`config.mk`:
```
export PLATFORM = sky130hd
export DESIGN_NAME = sdcgp_top
export DESIGN_NICKNAME = d
export VERILOG_FILES = /design/src/sdcgp_pkg.sv /design/src/sdcgp_dqmask.sv /design/src/sdcgp_top.sv
export SDC_FILE = /design/constraint.sdc
export NUM_CORES = 1
export LEC_CHECK = 0
export BUFFER_PORTS_ARGS = -buffer_cell sky130_fd_sc_hd__buf_2
export CORE_MARGIN = 3
export CORE_UTILIZATION = 50
export CTS_CLUSTER_DIAMETER = 200
export CTS_CLUSTER_SIZE = 14
export DETAILED_ROUTE_END_ITERATION = 6
export MAX_ROUTING_LAYER = met4
export PLACE_DENSITY = 0.79
export SKIP_CTS_REPAIR_TIMING = 1
export SLEW_MARGIN = 20
export SYNTH_ARGS = -nofsm -noshare
export SYNTH_HDL_FRONTEND = slang
export SYNTH_SLANG_ARGS = --single-unit
```
`constraint.sdc`:
```
create_clock -name CLK -period 2.35 [get_ports CLK]
set_input_delay 0 -clock CLK [delete_from_list [all_inputs] [get_ports CLK]]
set_output_delay 0 -clock CLK [all_outputs]
set_load 0.005 [all_outputs]
```
`src/sdcgp_pkg.sv`:
```
// package for the sdram clock-gate, power-down and data-mask block
package sdcgp_pkg;

  // ===================================================================
  // widths
  localparam int DATA_W  = 16;
  localparam int BANKS   = 4;
  localparam int DQM_W   = 2;

  // ===================================================================
  // timing, printed figures and derived cycle counts at 100 MHz
  localparam int CLK_PERIOD_PS            = 10000;
  localparam int INPUT_SETUP_PS           = 1500;
  localparam int POWERDOWN_EXIT_SETUP_TIME_PS = INPUT_SETUP_PS + CLK_PERIOD_PS;
  // least time rounds up
  localparam int PDX_CYC_INT =
    (POWERDOWN_EXIT_SETUP_TIME_PS + CLK_PERIOD_PS - 1) / CLK_PERIOD_PS;
  localparam logic [3:0] PDX_CYC = 4'(PDX_CYC_INT);
  localparam logic [3:0] EXIT_GAP_CYC = 4'h1;

  // ===================================================================
  // commands {cs_n, ras_n, cas_n, we_n}
  localparam logic [3:0] CMD_NOP   = 4'h7;
  localparam logic [3:0] CMD_ACT   = 4'h3;
  localparam logic [3:0] CMD_READ  = 4'h5;
  localparam logic [3:0] CMD_WRITE = 4'h4;
  localparam logic [3:0] CMD_PRE   = 4'h2;
  localparam logic [3:0] CMD_BST   = 4'h6;

  // reset values
  localparam logic [3:0] BANK_OPEN_RST = 4'h0;

  // ===================================================================
  // carriers
  typedef struct packed {
    logic       cs_n;
    logic       ras_n;
    logic       cas_n;
    logic       we_n;
    logic [1:0] bank;
  } sdcgp_cmd_t;

  typedef struct packed {
    logic              wr_en;
    logic [DATA_W-1:0] wr_data;
    logic [DQM_W-1:0]  wr_mask;
  } sdcgp_wr_t;

  // gray coded along idle -> active -> suspend; powerdown off idle
  typedef enum logic [1:0] {
    ST_IDLE    = 2'b00,
    ST_ACTIVE  = 2'b01,
    ST_SUSPEND = 2'b11,
    ST_PWRDN   = 2'b10
  } sdcgp_state_t;

endpackage : sdcgp_pkg

```
`src/sdcgp_dqmask.sv`:
```
// per-lane data mask for writes and output enable for reads
`timescale 1ns/1ps
`default_nettype none
module sdcgp_dqmask
  import sdcgp_pkg::*;
(
  input  wire logic              clk,
  input  wire logic              srst,
  input  wire logic              hold,
  input  wire logic              bufs_on,
  input  wire logic              rd_active,
  input  wire logic              wr_active,
  input  wire logic [DQM_W-1:0]  dqm,
  input  wire logic [DATA_W-1:0] dq_in,
  output var  sdcgp_wr_t         wr,
  output var  logic [DATA_W-1:0] dq_oe
);

  localparam int LANE = DATA_W / DQM_W;

  // ===================================================================
  // lanes
  genvar g;
  generate
    for (g = 0; g < DQM_W; g++) begin : g_lane
      // read: dqm gates the lane's output buffers, not the data
      always_ff @(posedge clk) begin
        if (srst) begin
          dq_oe[g*LANE +: LANE] <= '0;
        end else if (!hold) begin
          dq_oe[g*LANE +: LANE] <= {LANE{bufs_on & rd_active & ~dqm[g]}};
        end
      end
    end
  endgenerate

  // ===================================================================
  // write path, mask travels with the word
  always_ff @(posedge clk) begin
    if (srst) begin
      wr <= '0;
    end else if (!hold) begin
      // frozen with the internal clock so a suspended burst resumes intact
      wr.wr_en   <= bufs_on & wr_active;
      wr.wr_data <= dq_in;
      wr.wr_mask <= dqm;
    end
  end

endmodule : sdcgp_dqmask
`default_nettype wire

```
`src/sdcgp_top.sv`:
```
// clock suspend, power-down and data-mask control inside the sdram
// Operation
// - cke low during a burst masks the internal clock from the next cycle and freezes all state.
// - cke low with all banks idle enters power-down and turns off every buffer except cke.
// - cke high restarts the internal clock the next cycle, with nop or deselect presented.
// - power-down exit re-enables the buffers; the controller allows setup plus one clock.
// - in a write, dqm masks each input word lane so a masked word is not written.
// - in a read, dqm enables or disables the output buffers instead of masking data.
`timescale 1ns/1ps
`default_nettype none
module sdcgp_top
  import sdcgp_pkg::*;
(
  input  wire logic              CLK,
  input  wire logic              SRST,
  input  wire logic              CKE,
  input  wire sdcgp_cmd_t        CMD,
  input  wire logic [DQM_W-1:0]  DQM,
  input  wire logic [DATA_W-1:0] DQ_IN,
  input  wire logic              BURST_WR,
  input  wire logic              BURST_RD,
  output var  sdcgp_wr_t         WR,
  output var  logic [DATA_W-1:0] DQ_OE,
  output var  logic              INT_CLK_EN,
  output var  logic              BUFS_ON,
  output var  logic              POWER_DOWN,
  output var  logic              SUSPENDED,
  output var  logic [BANKS-1:0]  BANK_OPEN,
  output var  logic              CMD_ERR
);

  // ===================================================================
  // state
  sdcgp_state_t     state_r;
  sdcgp_state_t     state_nxt;
  logic             cke_q_r;
  logic [3:0]       gap_r;
  logic [BANKS-1:0] bank_open_r;
  logic             rd_burst_r;
  logic             wr_burst_r;
  logic             clk_run;
  logic             in_burst;
  logic             all_idle;
  logic [3:0]       cmd_code;

  assign cmd_code = {CMD.cs_n, CMD.ras_n, CMD.cas_n, CMD.we_n};
  assign in_burst = rd_burst_r | wr_burst_r;
  assign all_idle = (bank_open_r == '0) & ~in_burst;

  // internal clock runs only in idle and active
  assign clk_run  = (state_r == ST_IDLE) | (state_r == ST_ACTIVE);

  // ===================================================================
  // mode fsm
  always_comb begin
    state_nxt = state_r;
    case (state_r)
      ST_IDLE: begin
        // a burst flag without an open bank still counts as a burst
        if (!CKE && in_burst) begin
          state_nxt = ST_SUSPEND;
        end else if (!CKE && all_idle) begin
          state_nxt = ST_PWRDN;
        end else if (!all_idle) begin
          state_nxt = ST_ACTIVE;
        end
      end
      ST_ACTIVE: begin
        if (!CKE && in_burst) begin
          state_nxt = ST_SUSPEND;
        end else if (!CKE && all_idle) begin
          state_nxt = ST_PWRDN;
        end else if (all_idle) begin
          state_nxt = ST_IDLE;
        end
      end
      ST_SUSPEND: begin
        if (CKE) begin
          state_nxt = ST_ACTIVE;
        end
      end
      ST_PWRDN: begin
        if (CKE) begin
          state_nxt = (bank_open_r != '0) ? ST_ACTIVE : ST_IDLE;
        end
      end
      default: state_nxt = ST_IDLE;
    endcase
  end

  always_ff @(posedge CLK) begin
    if (SRST) begin
      state_r <= ST_IDLE;
    end else begin
      state_r <= state_nxt;
    end
  end

  always_ff @(posedge CLK) begin
    if (SRST) begin
      cke_q_r <= 1'b1;
    end else begin
      cke_q_r <= CKE;
    end
  end

  // ===================================================================
  // exit guard: exit cycle plus one more (two after power-down) must be nop; counts are
  // observed, the device only flags a breach rather than refusing
  always_ff @(posedge CLK) begin
    if (SRST) begin
      gap_r <= 4'h0;
    end else if (!clk_run && CKE) begin
      gap_r <= (state_r == ST_PWRDN) ? PDX_CYC : EXIT_GAP_CYC;
    end else if (gap_r != 4'h0) begin
      gap_r <= gap_r - 4'h1;
    end
  end

  always_ff @(posedge CLK) begin
    if (SRST) begin
      CMD_ERR <= 1'b0;
    end else begin
      // non-nop in the cke-rising cycle or the guard window
      CMD_ERR <= ((!clk_run && CKE) || gap_r != 4'h0) && !CMD.cs_n
                 && cmd_code != CMD_NOP;
    end
  end

  // ===================================================================
  // bank and burst tracking, frozen while the clock is masked
  always_ff @(posedge CLK) begin
    if (SRST) begin
      bank_open_r <= BANK_OPEN_RST;
    end else if (clk_run && cke_q_r && !CMD.cs_n) begin
      if (cmd_code == CMD_ACT) begin
        bank_open_r[CMD.bank] <= 1'b1;
      end else if (cmd_code == CMD_PRE) begin
        bank_open_r[CMD.bank] <= 1'b0;
      end
    end
  end

  always_ff @(posedge CLK) begin
    if (SRST) begin
      rd_burst_r <= 1'b0;
    end else if (clk_run) begin
      rd_burst_r <= BURST_RD;
    end
  end

  always_ff @(posedge CLK) begin
    if (SRST) begin
      wr_burst_r <= 1'b0;
    end else if (clk_run) begin
      wr_burst_r <= BURST_WR;
    end
  end

  // ===================================================================
  // outputs
  always_ff @(posedge CLK) begin
    if (SRST) begin
      INT_CLK_EN <= 1'b1;
    end else begin
      // masked from the cycle after cke low
      INT_CLK_EN <= (state_nxt == ST_IDLE) | (state_nxt == ST_ACTIVE);
    end
  end

  // buffers stay on in suspend, only power-down drops them
  always_ff @(posedge CLK) begin
    if (SRST) begin
      BUFS_ON <= 1'b1;
    end else begin
      BUFS_ON <= state_nxt != ST_PWRDN;
    end
  end

  always_ff @(posedge CLK) begin
    if (SRST) begin
      POWER_DOWN <= 1'b0;
      SUSPENDED  <= 1'b0;
    end else begin
      POWER_DOWN <= state_nxt == ST_PWRDN;
      SUSPENDED  <= state_nxt == ST_SUSPEND;
    end
  end

  always_ff @(posedge CLK) begin
    if (SRST) begin
      BANK_OPEN <= BANK_OPEN_RST;
    end else begin
      BANK_OPEN <= bank_open_r;
    end
  end

  // ===================================================================
  // data mask path
  sdcgp_dqmask i_sdcgp_dqmask (
    .clk       (CLK),
    .srst      (SRST),
    .hold      (~clk_run),
    .bufs_on   (BUFS_ON),
    .rd_active (rd_burst_r & clk_run),
    .wr_active (wr_burst_r & clk_run),
    .dqm       (DQM),
    .dq_in     (DQ_IN),
    .wr        (WR),
    .dq_oe     (DQ_OE)
  );

endmodule : sdcgp_top
`default_nettype wire

```
# Yosys cells after proc, flatten, opt, wreduce, memory -nomap -nowiden
# Index checks and enable logic that the tools add are counted.
word_totals:
  latchBits: 0
  reg_bits: 43
  inputBits: 29
  wordCells: 83
  output_inout_bits: 44
  rom_bits: 0
  n_memories: 0
  mem_bits_rw: 0
op_classes:
  n_reduce_logical: 20
  muxes: 17
  add_sub_neg: 1
  eq_ne: 10
  div_mod_pow: 0
  n_shift: 0
  n_bitwise: 16
  n_lt_le_gt_ge: 2
  multipliers: 0
ops:
  columns: ["cell", "count"]
  rows:
  - ["2-bit two-way mux", 9]
  - ["4-bit two-way mux", 4]
  - ["2-bit equality test, second input constant", 4]
  - ["4-bit by 2-bit equality test with 1-bit output, second input constant", 2]
  - ["1-bit logical AND", 8]
  - ["2-bit case mux with 4 select lines", 1]
  - ["4-bit nonzero test", 2]
  - ["1-bit AND", 7]
  - ["4-bit AND", 1]
  - ["2-bit by 1-bit equality test with 1-bit output, second input constant", 2]
  - ["2-bit zero test", 2]
  - ["4-bit zero test", 1]
  - ["4-bit by 3-bit inequality test with 1-bit output, second input constant", 1]
  - ["4-bit inverter", 1]
  - ["4-bit bitwise OR", 1]
  - ["2-bit nonzero test", 2]
  - ["4-bit by 1-bit subtractor with 4-bit output, second input constant", 1]
  - ["1-bit zero test", 3]
  - ["2-bit by 3-bit < comparator with 1-bit output, second input constant", 1]
  - ["1-bit inverter", 3]
  - ["1-bit bitwise OR", 3]
  - ["1-bit demux with 2-bit select", 1]
  - ["2-bit by 1-bit greater-or-equal comparator with 1-bit output, second input constant", 1]
  - ["1-bit two-way mux", 2]
  - ["3 further kinds", 3]

# Longest topological paths before layout
# Gate-level depths: netlist of run 1.
logic_depth:
  ltp_word: 9
  mapped_depth: 5
  mapped_depth_nobuf: 5

# Modules after synthesis
# Synthesis of run 1 repeated with hierarchy kept, for this count alone.
hier_totals:
  cells_unflattened: 173
  area_unflattened_um2: 1760.4
by_module_without_submodules:
  columns: ["mod", "area_each_um2", "seq_area_each_um2", "cells_each", "n_inst"]
  rows:
  - ["sdcgp_dqmask", 888.4, 420.4, 85, 1]
  - ["sdcgp_top", 872.1, 440.4, 88, 1]

# Worst setup path before layout of run 1
# No wires, ideal clock.
synth_timing:
  path_type: "register to register"
  from: "reg gap_r[0]"
  to: "reg gap_r[1]"
  setup_ns: 0.095
  slack_ns: 1.010
  arrival_ns: 1.245
  synth_period_minus_slack_ns: 1.340
  n_path_buf: 0
  required_ns: 2.255
  stages_incl_launch_ff: 5
  path_cell_list: "dfxtp_1 -> inv_1 -> ha_1 -> or4_1 -> o311ai_1"
synth_via:
  elab_chain_len: 3
  elab_cells_between_ends: 5
  classes_between: "add/sub (1); mux (2); reduce/logical (2)"
synth_lines:
  columns: ["element", "line", "rtl"]
  rows:
  - ["start, declared", "sdcgp_top.sv:37", "logic [3:0] gap_r;"]
  - ["start signal, assigned", "sdcgp_top.sv:114", "gap_r <= (state_r == ST_PWRDN) ? PDX_CYC : EXIT_GAP_CYC;"]
  - ["start signal, assigned", "sdcgp_top.sv:116", "gap_r <= gap_r - 4'h1;"]
  - ["4-bit by 1-bit subtractor with 4-bit output", "sdcgp_top.sv:116", null]
  - ["4-bit two-way mux", "sdcgp_top.sv:115", "end else if (gap_r != 4'h0) begin"]
  - ["4-bit two-way mux", "sdcgp_top.sv:113", "end else if (!clk_run && CKE) begin"]
# Parallel ways exist; a longest one is shown, timed or not. The select of a mux whose other input is x is not followed.
# A chain may end at the register's enable or synchronous reset.

# Worst setup path after layout of run 1
layout_timing:
  from: "reg state_r[1]"
  to: "reg i_sdcgp_dqmask.wr[11] in the netlist's numbering"
layout_via:
  elab_chain_len: 2
  elab_cells_between_ends: 3
  classes_between: "eq/ne (1); bitwise (1); reduce/logical (1)"
layout_lines:
  columns: ["element", "line", "rtl"]
  rows:
  - ["start, declared", "sdcgp_top.sv:34", "sdcgp_state_t state_r;"]
  - ["start signal, assigned", "sdcgp_top.sv:95", "state_r <= state_nxt;"]
  - ["2-bit by 1-bit equality test with 1-bit output or 2-bit zero test (tied branches)", "sdcgp_top.sv:51", "assign clk_run = (state_r == ST_IDLE) | (state_r == ST_ACTIVE);"]
  - ["1-bit bitwise OR *", "sdcgp_top.sv:51", null]
  - ["end, declared", "sdcgp_dqmask.sv:15", "output var sdcgp_wr_t wr,"]
# Every way passes the cells marked *; elsewhere a longest branch is shown, timed or not.

==> impl_metrics.env, run 1 <==
export IMPL_p_per_area_nw_per_um2=677
export IMPL_route_detailed_drc=0
export IMPL_drt_iter0_drc=72
export IMPL_cts_root_buf="clkbuf_4"
export IMPL_worstHoldStart="CMD[1]"
export IMPL_cts_num_sinks=43
export IMPL_cp_end_kind="flip-flop"
export IMPL_startpoint="state_r[1]"
export IMPL_pwr_share_clk=0.258
export IMPL_comb_power_share=0.201
export IMPL_r2r_cells=3
export IMPL_r2r_end="i_sdcgp_dqmask.wr[11]"
export IMPL_globalplace_congestion=0.749
export IMPL_finalCriticalPeriod_ns=1.66
export IMPL_fmax_mhz=602
export IMPL_grt_max_degree=40
export IMPL_ys_seq_area_frac=0.503
export IMPL_worstMarginPinSlew_ns=0.788
export IMPL_crit_fanout=19
export IMPL_cts_htree_levels=2
export IMPL_intPower_mw=1.14
export IMPL_swShare=0.268
export IMPL_syn_avg_cell_area_um2=10.1
export IMPL_portBuffers=72
export IMPL_placementRows=20
export IMPL_start_util=0.543
export IMPL_p_total_mw=1.56
export IMPL_antenna_found_initial=0
export IMPL_setup_violations=0
export IMPL_ys_seq_elements=43
export IMPL_final_common_cell="buf_2"
export IMPL_routedWlPerCell_um=12.4
export IMPL_ys_warn_count=0
export IMPL_max_cap_violations=0
export IMPL_worst_setup_path_type="flip-flop to flip-flop"
export IMPL_design_core_area_um2=3150
export IMPL_irDropWorstVdd_v=0.000577
export IMPL_routed_wl_mm=3.69
export IMPL_finalSetupTns_ns=0
export IMPL_hold_class="input pin to flip-flop"
export IMPL_synth_nets=201
export IMPL_drtAntennaViolNets=0
export IMPL_grtUsageTotal=0.166
export IMPL_die_height_um=64.5
export IMPL_vias_per_cell=4.72
export IMPL_status="finished, violations left"
export IMPL_critPathLaunchType="flip-flop"
export IMPL_synth_cells=170
export IMPL_syn_to_final_growth_pct=34.4
export IMPL_whs_ns=-0.0109
export IMPL_finalHoldViolCount=1
export IMPL_drv_slew=0
export IMPL_antenna_cells=0
export IMPL_die_area_um2=4160
export IMPL_synth_area_um2=1710
export IMPL_critPathCapture="i_sdcgp_dqmask.wr[11]"
export IMPL_seq_power_share=0.541
export IMPL_post_route_period_util=0.706
export IMPL_mostFrequentLayoutCells="buf_2 (72), dfxtp_1 (43), mux2i_1 (25)"
export IMPL_dp_hpwl_mm=2.42
export IMPL_numCtsBuffers=5
export IMPL_dr_pass1_iters=5
export IMPL_finClkSkew_ns=0.00265
export IMPL_cellLeakagePower_nw=1.14
export IMPL_filler_cell_count=250
export IMPL_via_count=1408
export IMPL_clockBufferDepth=2
export IMPL_cp_required_ns=2.56
export IMPL_rsz0062_at_grt="false"
export IMPL_grt_pass1_vias=1238
export IMPL_die_w_um=64.5
export IMPL_drive_above_1_share=0.335
export IMPL_r2r_start="state_r[1]"
export IMPL_io_pins=73
export IMPL_grt_pass1_wl_mm=5.35
export IMPL_p_sw_mw=0.417
export IMPL_overflow=0
export IMPL_path_clk_slew_ns=0.12
export IMPL_arrival_ns=1.87
export IMPL_violations="hold timing"
export IMPL_clk_insertion_delay_late_ns=0.33
export IMPL_maxSlewHeadroom=0.474
export IMPL_fin_nets=284
export IMPL_regToRegSetupSlack_ns=0.69
export IMPL_cts_tree="yes"
export IMPL_ys_types=29
how the worst min path moves through the flow:
stage | slack, ns | to | depth (start not counted)
after floorplan | 0.11 | BUFS_ON | 2
after global placement | 0.23 | i_sdcgp_dqmask.wr[9] | 3
after detailed placement | 0.24 | i_sdcgp_dqmask.wr[9] | 3
after CTS | -0.12 | i_sdcgp_dqmask.wr[14] | 3
after global routing | 0.003 | flip-flop | 3
final | -0.01 | flip-flop | 3
synthesized netlist by cell type (all sizes together):
master	n	area [um2]
nand4	1	6.26
or4	3	26.3
dfxtp	43	861
a21oi	6	33.8
ha	2	25.0
and2	2	15.0
xnor2	1	8.76
nor3	4	20.0
nor4	2	12.5
nor3b	2	20.0
mux2i	25	250
nor2	23	86.3
nand2b	5	31.3
a311o	1	10.0
or3	2	12.5
nor2b	2	12.5
nand3b	2	15.0
nand3	2	10.0
buf	21	148
nand2	7	26.3
a21o	1	7.51
nand4b	4	35.0
o311ai	1	8.76
inv	8	30.0
critical path, cell delays in order (launching register included):
cell and delay (ns):
dfxtp_1 0.86, buf_4 0.38, mux2i_1 0.25, nor2_1 0.05
final cells by class:
cell class                 count  area, um2  area share
clock inverter                 1       7.51     0.00326
multi-input combinational     98        673       0.293
timing repair buffer          97        608       0.264
sequential                    43        861       0.374
clock buffer                   7       65.1      0.0283
tap                           44       55.1      0.0239
inverter                       8       30.0      0.0131
cell families after synthesis:
group / after synthesis / share of synthesized area
multiplexers: 25 / 0.146
buffers and inverters: 29 / 0.104
XOR/XNOR: 1 / 0.00512
adder cells (fa/ha/maj): 2 / 0.0146
AO/OA/AOI/OAI: 9 / 0.0351
flip-flops: 43 / 0.503
AND/OR/NAND/NOR: 61 / 0.192
registers in the layout (all words and copies together), names as in the netlist, named ones only:
| register | count |
|---|---|
| BANK_OPEN | 4 |
| BUFS_ON | 1 |
| CMD_ERR | 1 |
| INT_CLK_EN | 1 |
| POWER_DOWN | 1 |
| SUSPENDED | 1 |
| cke_q_r | 1 |
| gap_r | 4 |
| i_sdcgp_dqmask.dq_oe | 2 |
| i_sdcgp_dqmask.wr | 19 |
| rd_burst_r | 1 |
| state_r | 2 |
| wr_burst_r | 1 |
metal layers:
layer	part of all wire	up-vias	track usage
met5	0	-	-
met4	0.011	0	0.0317
met3	0.056	6	0.0572
met2	0.51	47	0.289
met1	0.43	632	0.186
li1	-	723	-
power groups by stage:
stage	clock network, mW	registers, mW	logic [mW]
3_3_place_gp	0	0.857	0.274
3_5_place_dp	0	0.858	0.282
6_report	0.402	0.842	0.313
5_1_grt	0.450	0.852	0.356
2_1_floorplan	0	0.850	0.203
4_1_cts	0.409	0.842	0.283
through the flow:
step | util | setup slack [ns] | area, um2 | cells | hold WS (ns)
final | 0.729 | 0.690 | 2300 | 298 | -0.0109
after global routing | 0.729 | 0.553 | 2300 | 298 | 0.00271
after CTS | 0.653 | 0.721 | 2060 | 274 | -0.117
after detailed placement | 0.630 | 0.750 | 1990 | 266 | 0.238
after global placement | 0.630 | 0.808 | 1990 | 266 | 0.229
after floorplan | - | 1.01 | 1710 | 170 | 0.111
(Power assumes the default switching activity.)
==> run 2, diff against run 1 <==
--- a/config.mk
+++ b/config.mk
@@ -7,12 +7,12 @@
 export LEC_CHECK = 0
 export BUFFER_PORTS_ARGS = -buffer_cell sky130_fd_sc_hd__buf_2
 export CORE_MARGIN = 3
-export CORE_UTILIZATION = 50
+export CORE_UTILIZATION = 42
 export CTS_CLUSTER_DIAMETER = 200
 export CTS_CLUSTER_SIZE = 14
 export DETAILED_ROUTE_END_ITERATION = 6
 export MAX_ROUTING_LAYER = met4
-export PLACE_DENSITY = 0.79
+export PLACE_DENSITY = 0.71
 export SKIP_CTS_REPAIR_TIMING = 1
 export SLEW_MARGIN = 20
 export SYNTH_ARGS = -nofsm -noshare
==> constraint.sdc (replaced) <==
create_clock -name CLK -period 1.5 [get_ports CLK]
set_input_delay 0 -clock CLK [delete_from_list [all_inputs] [get_ports CLK]]
set_output_delay 0 -clock CLK [all_outputs]
set_load 0.005 [all_outputs]
==> run 2 against run 1 <==
  * The run still ends with hold timing left
  * Combinational power grew 70%
  * First-iteration DRC count shrank 2.8%
  * Count of clock-buffer cells in the layout is the same
  * Largest cell class unchanged
==> impl_metrics.env, run 2 (same netlist as run 1, synthesis figures left out) <==
export IMPL_largest_register_ffs=19
export IMPL_drive_above_1_share=0.353
export IMPL_cts_num_sinks=43
export IMPL_cp_depth=6
export IMPL_arrival_ns=1.60
export IMPL_whs_ns=-0.0518
export IMPL_worstMarginPinSlew_ns=0.474
export IMPL_max_cap_violations=0
export IMPL_critPathLaunchType="flip-flop"
export IMPL_r2r_cells=6
export IMPL_place_inst=273
export IMPL_placed_area_um2=2010
export IMPL_post_route_period_util=0.946
export IMPL_hold_class="input pin to flip-flop"
export IMPL_fin_util=0.603
export IMPL_overflow=0
export IMPL_regMostFlops="i_sdcgp_dqmask.wr"
export IMPL_placementRows=22
export IMPL_antenna_found_initial=0
export IMPL_crit_fanout=6
export IMPL_slowest_delay_ns=0.39
export IMPL_cp_end_kind="flip-flop"
export IMPL_design_core_area_um2=3800
export IMPL_grt_max_degree=22
export IMPL_via_count=1409
export IMPL_drtAntennaViolNets=0
export IMPL_grt_pass1_vias=1192
export IMPL_maxSlewHeadroom=0.682
export IMPL_finalCriticalPeriod_ns=1.42
export IMPL_cts_tree="yes"
export IMPL_antenna_cells=0
export IMPL_die_w_um=69.8
export IMPL_routedWlPerCell_um=11.8
export IMPL_rsz0062_at_grt="false"
export IMPL_crit_family="simple AND/OR/NAND/NOR gates"
export IMPL_route_detailed_drc=0
export IMPL_hold_depth=3
export IMPL_critPathBufInv=2
export IMPL_die_height_um=69.8
export IMPL_portBuffers=72
export IMPL_dp_slack_ns=0.0175
export IMPL_clk_insertion_delay_late_ns=0.28
export IMPL_globalplace_congestion=0.719
export IMPL_io_pins=73
export IMPL_grt_pass1_wl_mm=5.44
export IMPL_violations="hold timing"
export IMPL_vias_per_cell=4.70
export IMPL_irDropWorstVdd_v=0.000795
export IMPL_setup_violations=0
export IMPL_p_total_mw=2.53
export IMPL_start_util=0.451
export IMPL_worst_setup_path_type="flip-flop to flip-flop"
export IMPL_reg_top3="i_sdcgp_dqmask.wr (19), BANK_OPEN (4), gap_r (4)"
export IMPL_routed_wl_mm=3.53
export IMPL_cellLeakagePower_nw=1.14
export IMPL_crit_slowest_cell="or4_1"
export IMPL_syn_to_final_growth_pct=33.8
export IMPL_clockBufferDepth=2
export IMPL_p_per_area_nw_per_um2=1100
export IMPL_drt_iter0_drc=70
export IMPL_stdcell_area_um2=2290
export IMPL_dp_hpwl_mm=2.41
export IMPL_finalHoldViolCount=2
export IMPL_numCtsBuffers=5
export IMPL_fin_nets=282
export IMPL_grtUsageTotal=0.138
export IMPL_drv_slew=0
export IMPL_path_clk_slew_ns=0.08
export IMPL_final_common_cell="buf_2"
export IMPL_dr_pass1_iters=4
export IMPL_finClkSkew_ns=0.00330
export IMPL_mostFrequentLayoutCells="buf_2 (72), dfxtp_1 (41), mux2i_1 (25)"
export IMPL_cts_root_buf="clkbuf_8"
export IMPL_cp_required_ns=1.68
export IMPL_finalSetupTns_ns=0
export IMPL_path_cells="inv_1 -> ha_2 -> nor3b_1 -> buf_4 -> or4_1 -> o311ai_1"
export IMPL_cts_htree_levels=2
export IMPL_die_area_um2=4880
export IMPL_status="finished, violations left"
export IMPL_fmax_mhz=705
export IMPL_timing_final_ws_setup_ns=0.0816
export IMPL_stdcell_count=300
## run 2: path summary, 6_finish.rpt
path | start | to | slack, ns
worst max-delay path | gap_r[0] | gap_r[1] | 0.08
worst min-delay path | DQ_IN[2] | i_sdcgp_dqmask.wr[4] | -0.05
worst max register to register | gap_r[0] | gap_r[1] | 0.08
worst min register to register | i_sdcgp_dqmask.wr[18] | i_sdcgp_dqmask.wr[18] | 0.45
## run 2: per-layer routing
| metal | global-route usage | vias to the layer above | part of all wire |
|---|---|---|---|
| met5 | - | - | 0 |
| met4 | 0.0255 | 0 | 0.015 |
| met3 | 0.0435 | 6 | 0.054 |
| met2 | 0.224 | 42 | 0.49 |
| met1 | 0.171 | 642 | 0.44 |
| li1 | - | 719 | - |
## run 2: worst min-delay path: stages
cell and delay (ns):
buf_2 0.07, mux2i_1 0.05, nor2_1 0.07
## run 2: area by class of cell
class | count | area, um2
Timing Repair Buffer | 95 | 581
Tap cell | 48 | 60.1
Inverter | 8 | 30.0
Multi-Input combinational cell | 98 | 676
Clock buffer | 7 | 76.3
Fill cell | 346 | 1510
Clock inverter | 1 | 5.00
Sequential cell | 43 | 863
## run 2: report_power, final
part	internal [mW]	leakage, nW	switching, mW
logic	0.293	0.746	0.240
clock network	0.327	0.0422	0.353
registers	1.25	0.355	0.0649
==> run 3, diff against run 2 <==
--- a/config.mk
+++ b/config.mk
@@ -5,6 +5,7 @@
 export SDC_FILE = /design/constraint.sdc
 export NUM_CORES = 1
 export LEC_CHECK = 0
+export ABC_AREA = 1
 export BUFFER_PORTS_ARGS = -buffer_cell sky130_fd_sc_hd__buf_2
 export CORE_MARGIN = 3
 export CORE_UTILIZATION = 42
@@ -12,7 +13,7 @@
 export CTS_CLUSTER_SIZE = 14
 export DETAILED_ROUTE_END_ITERATION = 6
 export MAX_ROUTING_LAYER = met4
-export PLACE_DENSITY = 0.71
+export PLACE_DENSITY = 0.7
 export SKIP_CTS_REPAIR_TIMING = 1
 export SLEW_MARGIN = 20
 export SYNTH_ARGS = -nofsm -noshare
==> run 3 against run 2 <==
  * The flow still finishes with violations (hold timing)
  * Design area fell by 1.8%
  * Register-to-register slack improved by 0.24 ns
  * Non-clock buffer count fell by 11
  * Sequential cell count did not move
  * Sequential share of layout area rose by 0.58 points
  * Utilization fell by 1.9 points
  * Critical path depth fell by 2
  * Largest power group unchanged
  * Highest routed layer unchanged
==> impl_metrics.env, run 3 <==
export IMPL_status="finished, violations left"
export IMPL_violations="hold timing"
export IMPL_top_layer="met4"
export IMPL_max_cap_violations=0
export IMPL_cts_htree_levels=2
export IMPL_routedWlPerCell_um=10.8
export IMPL_synth_cells=222
export IMPL_finClkSkew_ns=0.00952
export IMPL_slowest_delay_ns=0.53
export IMPL_irDropWorstVdd_v=0.000705
export IMPL_cellLeakagePower_nw=1.18
export IMPL_overflow=0
export IMPL_numCtsBuffers=5
export IMPL_grt_pass1_wl_mm=5.91
export IMPL_ys_seq_elements=43
export IMPL_hold_class="input pin to flip-flop"
export IMPL_placementRows=22
export IMPL_dr_pass1_iters=4
export IMPL_reg_top3="i_sdcgp_dqmask.wr (19), BANK_OPEN (4), gap_r (4)"
export IMPL_die_area_um2=5020
export IMPL_path_clk_slew_ns=0.07
export IMPL_largest_register_ffs=19
export IMPL_yosysTopAreaCellShare=0.487
export IMPL_crit_fanout=24
export IMPL_drtAntennaViolNets=0
export IMPL_syn_to_final_growth_pct=27.3
export IMPL_crit_slowest_cell="dfxtp_1"
export IMPL_met2_wirelength_mm=1.75
export IMPL_cp_end_kind="flip-flop"
export IMPL_worstMarginPinSlew_ns=0.351
export IMPL_finalSetupTns_ns=0
export IMPL_dp_slack_ns=0.357
export IMPL_die_height_um=70.9
export IMPL_syn_avg_cell_area_um2=7.96
export IMPL_clockBufferDepth=2
export IMPL_multi_input_area_um2=664
export IMPL_antenna_found_initial=0
export IMPL_p_per_area_nw_per_um2=1240
export IMPL_die_w_um=70.9
export IMPL_wl_met1_mm=1.59
export IMPL_cts_root_buf="clkbuf_8"
export IMPL_async_flop_share=0
export IMPL_met3_length_um=282
export IMPL_antenna_cells=0
export IMPL_path_cells="buf_4 -> nor2_1 -> nand2_1 -> a21oi_1"
export IMPL_filler_cell_count=378
export IMPL_critPathLaunchType="flip-flop"
export IMPL_setup_violations=0
export IMPL_route_detailed_drc=0
export IMPL_finalCriticalPeriod_ns=1.18
export IMPL_critPathBufInv=1
export IMPL_worst_setup_path_type="flip-flop to flip-flop"
export IMPL_dp_hpwl_mm=2.69
export IMPL_cts_num_sinks=43
export IMPL_ys_types=24
export IMPL_design_core_area_um2=3850
export IMPL_finalHoldViolCount=8
export IMPL_rsz0062_at_grt="false"
export IMPL_drv_slew=0
export IMPL_globalplace_congestion=0.896
export IMPL_ys_seq_area_frac=0.487
export IMPL_timing_final_ws_setup_ns=0.323
export IMPL_fmax_mhz=850
export IMPL_p_total_mw=2.79
export IMPL_io_pins=73
export IMPL_synth_edf_count=0
export IMPL_final_common_cell="buf_2"
export IMPL_synth_top_area_cell="dfxtp_1"
export IMPL_synthTopCellsByArea="dfxtp_1 (49%), nor2_1 (12%), buf_4 (6.8%)"
export IMPL_ys_warn_count=0
export IMPL_cp_required_ns=1.67
export IMPL_start_util=0.458
export IMPL_fin_nets=322
export IMPL_portBuffers=72
export IMPL_grt_max_degree=25
export IMPL_drive_above_1_share=0.306
export IMPL_ys_flop_type="dfxtp_1"
export IMPL_grt_pass1_vias=1399
export IMPL_vias_per_cell=4.62
export IMPL_seqCellArea_um2=861
export IMPL_regMostFlops="i_sdcgp_dqmask.wr"
export IMPL_whs_ns=-0.0338
export IMPL_cts_tree="yes"
export IMPL_drt_iter0_drc=60
export IMPL_synth_common_cells="nor2_1 (55), dfxtp_1 (43), o21ai_0 (23)"
export IMPL_clk_insertion_delay_late_ns=0.29
export IMPL_synth_nets=253
export IMPL_yosysMostFrequentCell="nor2_1"
export IMPL_post_route_period_util=0.784
export IMPL_via_count=1565
export IMPL_synth_area_um2=1770
export IMPL_mostFrequentLayoutCells="buf_2 (72), nor2_1 (55), dfxtp_1 (43)"
export IMPL_routed_wl_mm=3.65
export IMPL_arrival_ns=1.35
export IMPL_grtUsageTotal=0.150
export IMPL_crit_family="flip-flops"
export IMPL_maxSlewHeadroom=0.766
run 3: worst min-delay path: cells and delay by family:
kind,cells,cell delay (ns)
AND/OR/NAND/NOR,1,0.08
AO/OA/AOI/OAI,1,0.07
buffers and inverters,1,0.07
run 3: cells by family after synthesis:
family,share of synthesized area
DFF,0.487
xor gates and xnor gates,0.00992
and+or+nand+nor,0.245
buffers and inverters,0.137
AOI/OAI and AO/OA,0.107
adders and majority gates,0.0142
run 3: path summary, 6_finish.rpt:
kind	start	endpoint	slack, ns	depth (start not counted)
min reg2reg	flip-flop	BANK_OPEN[1]	0.44	2
min	DQ_IN[1]	i_sdcgp_dqmask.wr[3]	-0.03	3
max reg2reg	state_r[1]	i_sdcgp_dqmask.dq_oe[0]	0.32	4
max	state_r[1]	i_sdcgp_dqmask.dq_oe[0]	0.32	4
run 3: layer usage:
layer / up-vias / track usage
li1: 822 / -
met1: 692 / 0.169
met2: 49 / 0.247
met3: 2 / 0.0568
met4: 0 / 0.0438
met5: - / -
run 3: final cells by class:
type                       instances  share of cell area
tap                               48              0.0267
clock inverter                     1              0.0133
clock buffer                       6              0.0323
sequential                        43               0.383
multi-input combinational        136               0.295
inverter                          21              0.0384
timing repair buffer              84               0.211
run 3: power breakdown:
part | switching (mW) | internal [mW] | total, mW
Combinational | 0.328 | 0.282 | 0.610
Sequential | 0.0746 | 1.26 | 1.34
Clock | 0.354 | 0.488 | 0.842
run 3: through the flow:
step                      cell area (um2)   util  cells
after floorplan                      1770      -    222
after global placement               2050  0.531    322
after detailed placement             2050  0.531    322
after CTS                            2150  0.558    329
after global routing                 2250  0.584    339
final                                2250  0.584    339
